--- src/design/tear_scan_consts.vh ---
// command codes, mode-word field positions and reset values for the
// tear sync / scan order command interpreter
`ifndef TEAR_SCAN_CONSTS_VH
`define TEAR_SCAN_CONSTS_VH

`define CMD_TEAR_OFF        8'h34
`define CMD_TEAR_ON         8'h35
`define CMD_ADDR_MODE       8'h36

`define MODE_RESET          8'h00
`define MODE_PAGE_ORDER     7
`define MODE_COL_ORDER      6
`define MODE_EXCHANGE       5
`define MODE_LINE_ORDER     4
`define MODE_BGR            3
`define MODE_LATCH_ORDER    2
`define MODE_HFLIP          1
`define MODE_VFLIP          0

`define BLANK_SEL_BIT       0

`endif

--- src/design/strobe_edge_sync.v ---
// two-flop synchroniser for the bus pins plus write-strobe rising edge detect
// assumes pins are asynchronous to clk; edge taken from the second flop onward
`timescale 1ns/1ps

module strobe_edge_sync #(
    parameter DW = 8
) (
    input  wire          clk,
    input  wire          sys_rst,
    input  wire          write_strobe_n,
    input  wire          cmd_data_select,
    input  wire [DW-1:0] data_in,
    output reg           write_rise,
    output reg           sel_out,
    output reg  [DW-1:0] data_out
);
    // =========================================================
    // synchroniser stages
    reg          wr_s1_q;
    reg          wr_s2_q;
    reg          wr_s3_q;
    reg          sel_s1_q;
    reg          sel_s2_q;
    reg [DW-1:0] dat_s1_q;
    reg [DW-1:0] dat_s2_q;

    always @(posedge clk) begin
        if (sys_rst) begin
            wr_s1_q    <= 1'b1;
            wr_s2_q    <= 1'b1;
            wr_s3_q    <= 1'b1;
            sel_s1_q   <= 1'b0;
            sel_s2_q   <= 1'b0;
            dat_s1_q   <= {DW{1'b0}};
            dat_s2_q   <= {DW{1'b0}};
            write_rise <= 1'b0;
            sel_out    <= 1'b0;
            data_out   <= {DW{1'b0}};
        end else begin
            wr_s1_q    <= write_strobe_n;
            wr_s2_q    <= wr_s1_q;
            wr_s3_q    <= wr_s2_q;
            sel_s1_q   <= cmd_data_select;
            sel_s2_q   <= sel_s1_q;
            dat_s1_q   <= data_in;
            dat_s2_q   <= dat_s1_q;
            // data and select pass through every cycle, delayed to line up with the strobe edge
            write_rise <= wr_s2_q & ~wr_s3_q;
            sel_out    <= sel_s2_q;
            data_out   <= dat_s2_q;
        end
    end
endmodule // strobe_edge_sync

--- src/design/tear_sync_and_scan_order.v ---
// command interpreter for tear sync on/off and the scan order mode word
// assumes a host on the parallel display bus; panel timing comes in as
// vblank/hblank levels on clk; sleep and soft reset come from other decoders
//
// Contract
// - tear-off command stops sync pulse output
// - tear-off when already off changes nothing
// - tear-on takes one byte, bit0 selects
// - select 0 vblank only, 1 adds hblank
// - tear-on when already on is ignored
// - sync timing ignores line refresh order bit
// - sleep holds sync output low
// - address-mode command loads eight-bit mode word; the code holds latch-order bit2 at zero
// - mode load touches only mode word
// - bit7 page order top/bottom
// - bit6 column order left/right
// - bit5 swaps page and column roles
// - bit4 panel refresh line order
// - bit3 selects rgb or bgr order
// - bit1 horizontal flip
// - bit0 vertical flip
// - commands accepted in every power state
`timescale 1ns/1ps
`include "tear_scan_consts.vh"

module tear_sync_and_scan_order #(
    parameter DW = 8
) (
    input  wire          clk,
    input  wire          sys_rst,
    input  wire          soft_reset,
    input  wire          write_strobe_n,
    input  wire          read_strobe_n,
    input  wire          chip_select_n,
    input  wire          cmd_data_select,
    input  wire [DW-1:0] data_in,
    input  wire          sleep_in,
    input  wire          vblank,
    input  wire          hblank,
    output reg           frame_sync_pulse,
    output reg           sync_enabled,
    output reg           blank_line_select,
    output reg           page_order,
    output reg           col_order,
    output reg           page_col_swap,
    output reg           line_order,
    output reg           bgr_order,
    output reg           hflip,
    output reg           vflip
);
    // =========================================================
    // decoder states
    localparam ST_IDLE    = 2'b00;
    localparam ST_TE_PARM = 2'b01;
    localparam ST_AM_PARM = 2'b10;

    // =========================================================
    // pin synchronisation
    wire          wr_rise;
    wire          sel_s;
    wire [DW-1:0] dat_s;
    reg           cs_s1_q;
    reg           cs_s2_q;
    reg           slp_s1_q;
    reg           slp_s2_q;
    reg           vb_s1_q;
    reg           vb_s2_q;
    reg           hb_s1_q;
    reg           hb_s2_q;

    // read strobe is not used: none of these commands return data
    strobe_edge_sync #(.DW(DW)) u_sync (
        .clk             (clk),
        .sys_rst         (sys_rst),
        .write_strobe_n  (write_strobe_n),
        .cmd_data_select (cmd_data_select),
        .data_in         (data_in),
        .write_rise      (wr_rise),
        .sel_out         (sel_s),
        .data_out        (dat_s)
    );

    always @(posedge clk) begin
        if (sys_rst) begin
            cs_s1_q  <= 1'b1;
            cs_s2_q  <= 1'b1;
            slp_s1_q <= 1'b0;
            slp_s2_q <= 1'b0;
            vb_s1_q  <= 1'b0;
            vb_s2_q  <= 1'b0;
            hb_s1_q  <= 1'b0;
            hb_s2_q  <= 1'b0;
        end else begin
            cs_s1_q  <= chip_select_n;
            cs_s2_q  <= cs_s1_q;
            slp_s1_q <= sleep_in;
            slp_s2_q <= slp_s1_q;
            vb_s1_q  <= vblank;
            vb_s2_q  <= vb_s1_q;
            hb_s1_q  <= hblank;
            hb_s2_q  <= hb_s1_q;
        end
    end

    // =========================================================
    // command decode
    // cs is sampled one cycle after the strobe edge; host must hold cs across the edge
    reg  [1:0] state_q;
    reg  [1:0] state_d;
    reg        sync_en_q;
    reg        sync_en_d;
    reg        blank_sel_q;
    reg        blank_sel_d;
    reg  [7:0] mode_q;
    reg  [7:0] mode_d;
    wire       byte_in = wr_rise & ~cs_s2_q;
    wire       is_cmd  = byte_in & ~sel_s;
    wire       is_par  = byte_in &  sel_s;

    function is_code;
        input [DW-1:0] b;
        input [7:0]    code;
        begin
            is_code = (b[7:0] == code);
        end
    endfunction

    always @* begin
        state_d     = state_q;
        sync_en_d   = sync_en_q;
        blank_sel_d = blank_sel_q;
        mode_d      = mode_q;
        // no gating by sleep or display mode: every state accepts these
        if (is_cmd) begin
            state_d = ST_IDLE;
            if (is_code(dat_s, `CMD_TEAR_OFF)) begin
                sync_en_d = 1'b0;
            end else if (is_code(dat_s, `CMD_TEAR_ON)) begin
                state_d = ST_TE_PARM;
            end else if (is_code(dat_s, `CMD_ADDR_MODE)) begin
                state_d = ST_AM_PARM;
            end
        end else if (is_par) begin
            case (state_q)
                ST_TE_PARM: begin
                    // already on: the parameter is dropped, mode kept
                    if (!sync_en_q) begin
                        sync_en_d   = 1'b1;
                        blank_sel_d = dat_s[`BLANK_SEL_BIT];
                    end
                    state_d = ST_IDLE;
                end
                ST_AM_PARM: begin
                    // only the mode word changes
                    mode_d  = dat_s[7:0];
                    // unsupported latch-order bit kept at zero
                    mode_d[`MODE_LATCH_ORDER] = 1'b0;
                    state_d = ST_IDLE;
                end
                default: begin
                    state_d = ST_IDLE;
                end
            endcase
        end
    end

    // soft reset restores sync defaults; mode word keeps its value
    always @(posedge clk) begin
        if (sys_rst) begin
            state_q     <= ST_IDLE;
            sync_en_q   <= 1'b0;
            blank_sel_q <= 1'b0;
            mode_q      <= `MODE_RESET;
        end else if (soft_reset) begin
            state_q     <= ST_IDLE;
            sync_en_q   <= 1'b0;
            blank_sel_q <= 1'b0;
        end else begin
            state_q     <= state_d;
            sync_en_q   <= sync_en_d;
            blank_sel_q <= blank_sel_d;
            mode_q      <= mode_d;
        end
    end

    // =========================================================
    // sync output and mode fields
    // pulse is built from blanking levels only; line order never enters
    reg sync_d;

    always @* begin
        if (slp_s2_q) begin
            sync_d = 1'b0;
        end else if (!sync_en_q) begin
            sync_d = 1'b0;
        end else if (blank_sel_q) begin
            sync_d = vb_s2_q | hb_s2_q;
        end else begin
            sync_d = vb_s2_q;
        end
    end

    always @(posedge clk) begin
        if (sys_rst) begin
            frame_sync_pulse  <= 1'b0;
            sync_enabled      <= 1'b0;
            blank_line_select <= 1'b0;
            page_order        <= 1'b0;
            col_order         <= 1'b0;
            page_col_swap     <= 1'b0;
            line_order        <= 1'b0;
            bgr_order         <= 1'b0;
            hflip             <= 1'b0;
            vflip             <= 1'b0;
        end else begin
            frame_sync_pulse  <= sync_d;
            sync_enabled      <= sync_en_q;
            blank_line_select <= blank_sel_q;
            page_order        <= mode_q[`MODE_PAGE_ORDER];
            col_order         <= mode_q[`MODE_COL_ORDER];
            page_col_swap     <= mode_q[`MODE_EXCHANGE];
            line_order        <= mode_q[`MODE_LINE_ORDER];
            bgr_order         <= mode_q[`MODE_BGR];
            hflip             <= mode_q[`MODE_HFLIP];
            vflip             <= mode_q[`MODE_VFLIP];
        end
    end
endmodule // tear_sync_and_scan_order

--- config.mk ---
export PLATFORM = sky130hd
export DESIGN_NAME = tear_sync_and_scan_order
export DESIGN_NICKNAME = d
export VERILOG_FILES = /design/src/design/strobe_edge_sync.v /design/src/design/tear_sync_and_scan_order.v
export VERILOG_INCLUDE_DIRS = /design/src /design/src/design
export SDC_FILE = /design/constraint.sdc
export NUM_CORES = 1
export LEC_CHECK = 0
export BUFFER_PORTS_ARGS = -buffer_cell sky130_fd_sc_hd__buf_2
export CAP_MARGIN = 15
export CELL_PAD_IN_SITES_DETAIL_PLACEMENT = 1
export CELL_PAD_IN_SITES_GLOBAL_PLACEMENT = 1
export CORE_MARGIN = 1.5
export CORE_UTILIZATION = 46
export CTS_CLUSTER_DIAMETER = 150
export DETAILED_ROUTE_END_ITERATION = 16
export HOLD_SLACK_MARGIN = 0.02
export PLACE_DENSITY_LB_ADDON = 0.12
export SLEW_MARGIN = 10
export SYNTH_ARGS = -nofsm -noshare
export SYNTH_HDL_FRONTEND = slang
export SYNTH_SLANG_ARGS = --single-unit
--- constraint.sdc ---
create_clock -name clk -period 4.7 [get_ports clk]
set_clock_uncertainty 0.05 [all_clocks]
set_input_delay 0 -clock clk [delete_from_list [all_inputs] [get_ports clk]]
set_output_delay 0 -clock clk [all_outputs]
set_load 0.03 [all_outputs]
; ---- After elaboration in Yosys (flattened, before gate mapping)
; Index checks and enable logic that the tools add are counted.
[word_totals]
ff_bits = 60
input_bits = 18
wordCells = 66
[op_classes]
eq_ne = 6
n_mux = 10
bitwise = 11
reduce_logical = 7
[ops]
columns = op, n
row1 = 8-bit by 6-bit equality test with 1-bit output (second input constant), 3
row2 = 2-bit two-way mux, 5
row3 = 4-bit AND reduction, 2
row4 = 1-bit NOT, 6
row5 = 1-bit two-way mux, 5
row6 = 1-bit AND, 4
row7 = 2-bit nonzero test, 2
row8 = 3-bit AND reduction, 1
row9 = 3-bit OR reduction, 1
row10 = 2-bit by 1-bit equality test with 1-bit output (second input constant), 1
row11 = 2-bit equality test (second input constant), 1
row12 = 2-bit by 1-bit != test with 1-bit output (second input constant), 1
row13 = 2-bit OR reduction, 1
row14 = 1-bit bitwise OR, 1

; ---- Longest topological paths before layout
[depth]
ltp_word = 5
mapped_depth = 4
mapped_depth_nobuf = 3

; ---- Modules after synthesis
; Synthesis repeated with hierarchy kept, for this count alone.
[hier_totals]
cells_unflattened = 161
area_unflattened_um2 = 1845.5
[modules_own_cells]
columns = module, n_inst, cells_per_inst, area_per_inst_um2, seq_area_each_um2
row1 = tear_sync_and_scan_order, 1, 96, 1008.5, 580.6
row2 = strobe_edge_sync, 1, 65, 837.1, 620.6

; ---- Worst setup path after synthesis
; No wires, ideal clock.
[synth_path]
path_type = reg2reg
startpoint = register u_sync.data_out[3]
endpoint = register sync_en_q
setup_ps = 119
arrival_ps = 1443
required_time_ps = 4531
setup_slack_ps = 3088
stages_incl_launch_ff = 4
path_buffers = 0
path_cell_list = dfxtp_1 or4b_4 or4_1 o221a_1
[synth_between]
elab_chain_len = 3
[synth_rtl]
columns = item, line
row1 = start: declaration, strobe_edge_sync.v:15  ; output reg [DW-1:0] data_out
row2 = start signal: assignment, strobe_edge_sync.v:38  ; data_out <= {DW{1'b0}};
row3 = start signal: assignment, strobe_edge_sync.v:50  ; data_out <= dat_s2_q;
row4 = 8-bit by 6-bit equality test with 1-bit output, tear_sync_and_scan_order.v:124  ; is_code = (b[7:0] == code);
row5 = 2-bit by 1-bit != test with 1-bit output (no line), --
row6 = 3-bit AND reduction (no line), --
row7 = end signal: assignment, tear_sync_and_scan_order.v:180  ; sync_en_q <= sync_en_d;
row8 = end: declaration, tear_sync_and_scan_order.v:110  ; reg sync_en_q;
; No other way between the ends.
; A chain may end at the register's enable or synchronous reset.

; ---- Worst setup path in the final report
; Ends and elaborated chain as after synthesis.

==> run metrics <==
most common cell after layout, fill and taps aside dfxtp_1; Initial DRC Count 25; Die Y 65.9 um; reg2reg setup slack 3.01 ns; Worst Min Path Start sys_rst; FF+latch count, synth 60; slew margin rel. 40.2%; Final Slew Violations 0; CP max FO 3; Setup crit start kind register; register area 1200 um^2; Total Nets Final 216; Tcrit/Tclk final 36.0%; gpl congestion 0.785; grt total ovfl 0; Worst-Margin Slew 0.896 ns; # IOs 28; Worst EP required 4.86 ns; compound-cell area share of the yosys netlist 1.72%; first-pass GRT wire length 5090 um; core area 3740 um^2; Initial Util 48.7%; CTS Buf Count 9; root buf cell clkbuf_8; min Tclk post-route 1.69 ns; total leakage power 0.947 nW; largest family of logic cells by synthesized area simple AND/OR/NAND/NOR gates; WL final 3040 um; H-Tree Depth 3; Worst setup EP type register; Fin. Hold Viols 0; syn avg cell area 12.0 um^2; synthesized net count 170; area delta synth->final 26.5%; pin count of the biggest net entering global routing 58; Post-Synth XOR/XNOR Area 0%; Critical Path AT 1.85 ns; diodes inserted 0; ANT nets after route 0; # DRC 0; worst skew pair latency 0.32 ns; clock sinks 60; HPWL after DPL 1820 um; Longest Clk Path Bufs 2; maximum VDD drop 0.234 mV; Hold Path Class input pin to register; Crit Path Class register to register; mux contribution to synthesized area 4.88%; buffers added on ports 26; ratio of cells with drive above 1 in the final layout 25.2%; die area 4350 um^2; Worst R2R End sync_en_q; fill count 396; final setup TNS 0 ns; post-synth cell types 22; status finished, final reports clean; CP endpoint sync_en_q; Power Density 414 nW/um^2; FMAX 0.591 GHz; Post-Synth Simple-Gate Area 26.0%; RSZ-0062 raised after global routing no; Mapped Cells 152; via count 1119; Final setup viols 0; Post-Synth Adder-Cell Area 0%; initial antenna violation count 0; total power 0.000953 W; multi-input logic area 594 um^2; GR Util All Layers 17.0%; Max Cap Viol 0; vias in the first global route 1188; FF-to-FF path depth 3; WL/cell 12.1 um; worst reg2reg startpoint u_sync.data_out[3]; most frequent cells in the layout dfxtp_1 (60), nor2b_1 (50), buf_2 (26); Via-to-Cell Ratio 4.48; Worst setup startpoint u_sync.data_out[3]; Synthesis Warnings 0; Die W 65.9 um; row cnt 22; CTS tree done; clk slew on worst S/H paths 0.06 ns; Mapped Area 1820 um^2; Pre-antenna DRT Iters 5; sequential share of the synthesized area 65.9%
layer usage:
layer	GRT usage [%]	vias up	wire (um)	part of all wire [%]
li1	-	575	-	-
met1	16.6	519	1310	43
met2	28.8	23	1560	51
met3	7.16	2	129	4.2
met4	12.2	0	36	1.2
met5	0	-	0	0
flip-flops by register name (all words and copies together), names as in the netlist, 2 cells and up:
signal / flops
u_sync.dat_s1_q: 8
u_sync.data_out: 8
mode_q: 7
u_sync.dat_s2_q: 8
state_q: 2
final cells by class:
cell class	instances	share of cell area (%)
Multi-Input combinational cell	86	25.8
Clock buffer	13	6.89
Tap cell	48	2.61
Timing Repair Buffer	41	12.2
Clock inverter	2	0.434
Sequential cell	60	52.1
timing repair:
item	4_1_cts	5_1_grt
hold endpoints to repair	17	0
hold buffers	15	0
resized for setup	0	0
endpoints found under the setup margin	0	0
buffers inserted	0	0
where the power goes:
part | internal, W | leakage [nW] | switching, W | total, W
logic | 0.0000217 | 0.367 | 0.0000138 | 0.0000355
registers | 0.000522 | 0.490 | 0.00000399 | 0.000526
clock network | 0.000216 | 0.0893 | 0.000176 | 0.000391
synth_stat cells (all sizes together):
cell type / number / area [um^2]
a21oi: 1 / 5.00
buf: 1 / 7.51
clkbuf: 5 / 18.8
dfxtp: 60 / 1200
mux2: 7 / 78.8
mux2i: 1 / 10.0
nand2: 2 / 7.51
nand2b: 2 / 12.5
nand3b: 4 / 30.0
nand4b: 1 / 8.76
nor2: 2 / 7.51
nor2b: 50 / 313
nor3: 2 / 15.0
nor3b: 2 / 15.0
o221a: 1 / 11.3
o31ai: 2 / 15.0
or2: 6 / 37.5
or3: 1 / 6.26
or4: 1 / 7.51
or4b: 1 / 13.8
how the worst min path moves through the flow:
| stage | to | slack (ns) | cells past startpoint |
|---|---|---|---|
| 3_3_place_gp | cs_s1_q | 0.13 | 2 |
| 6_report | u_sync.data_out[5] | 0.26 | 2 |
| 3_5_place_dp | cs_s1_q | 0.14 | 2 |
| 5_1_grt | u_sync.dat_s2_q[5] | 0.31 | 2 |
| 4_1_cts | u_sync.dat_s2_q[7] | 0.26 | 2 |
| 2_1_floorplan | vflip | 0.03 | 1 |
metrics by stage:
step | std cells | worst slack [ns] | util, % | cell area [um^2] | hold WS (ns)
3_5_place_dp | 220 | 3.02 | 53.0 | 1990 | 0.136
2_1_floorplan | 152 | 3.09 | - | 1820 | 0.0309
4_1_cts | 250 | 3.01 | 61.6 | 2300 | 0.257
5_1_grt | 250 | 2.98 | 61.6 | 2300 | 0.309
6_report | 250 | 3.01 | 61.6 | 2300 | 0.262
3_3_place_gp | 220 | 3.04 | 53.0 | 1990 | 0.133
cells by family (layout without fill, tap and decap cells):
kind of cell	Yosys count	count (layout)
AND/OR/NAND/NOR	74	74
flip-flops	60	60
multiplexers	8	8
AO/OA/AOI/OAI	4	4
buffers and inverters	6	56
critical path, stage by stage, from the launching register on:
cell	delay, ns
dfxtp_1	0.31
or4b_4	0.55
or4_1	0.43
o221a_1	0.25
(Power assumes the default switching activity.)
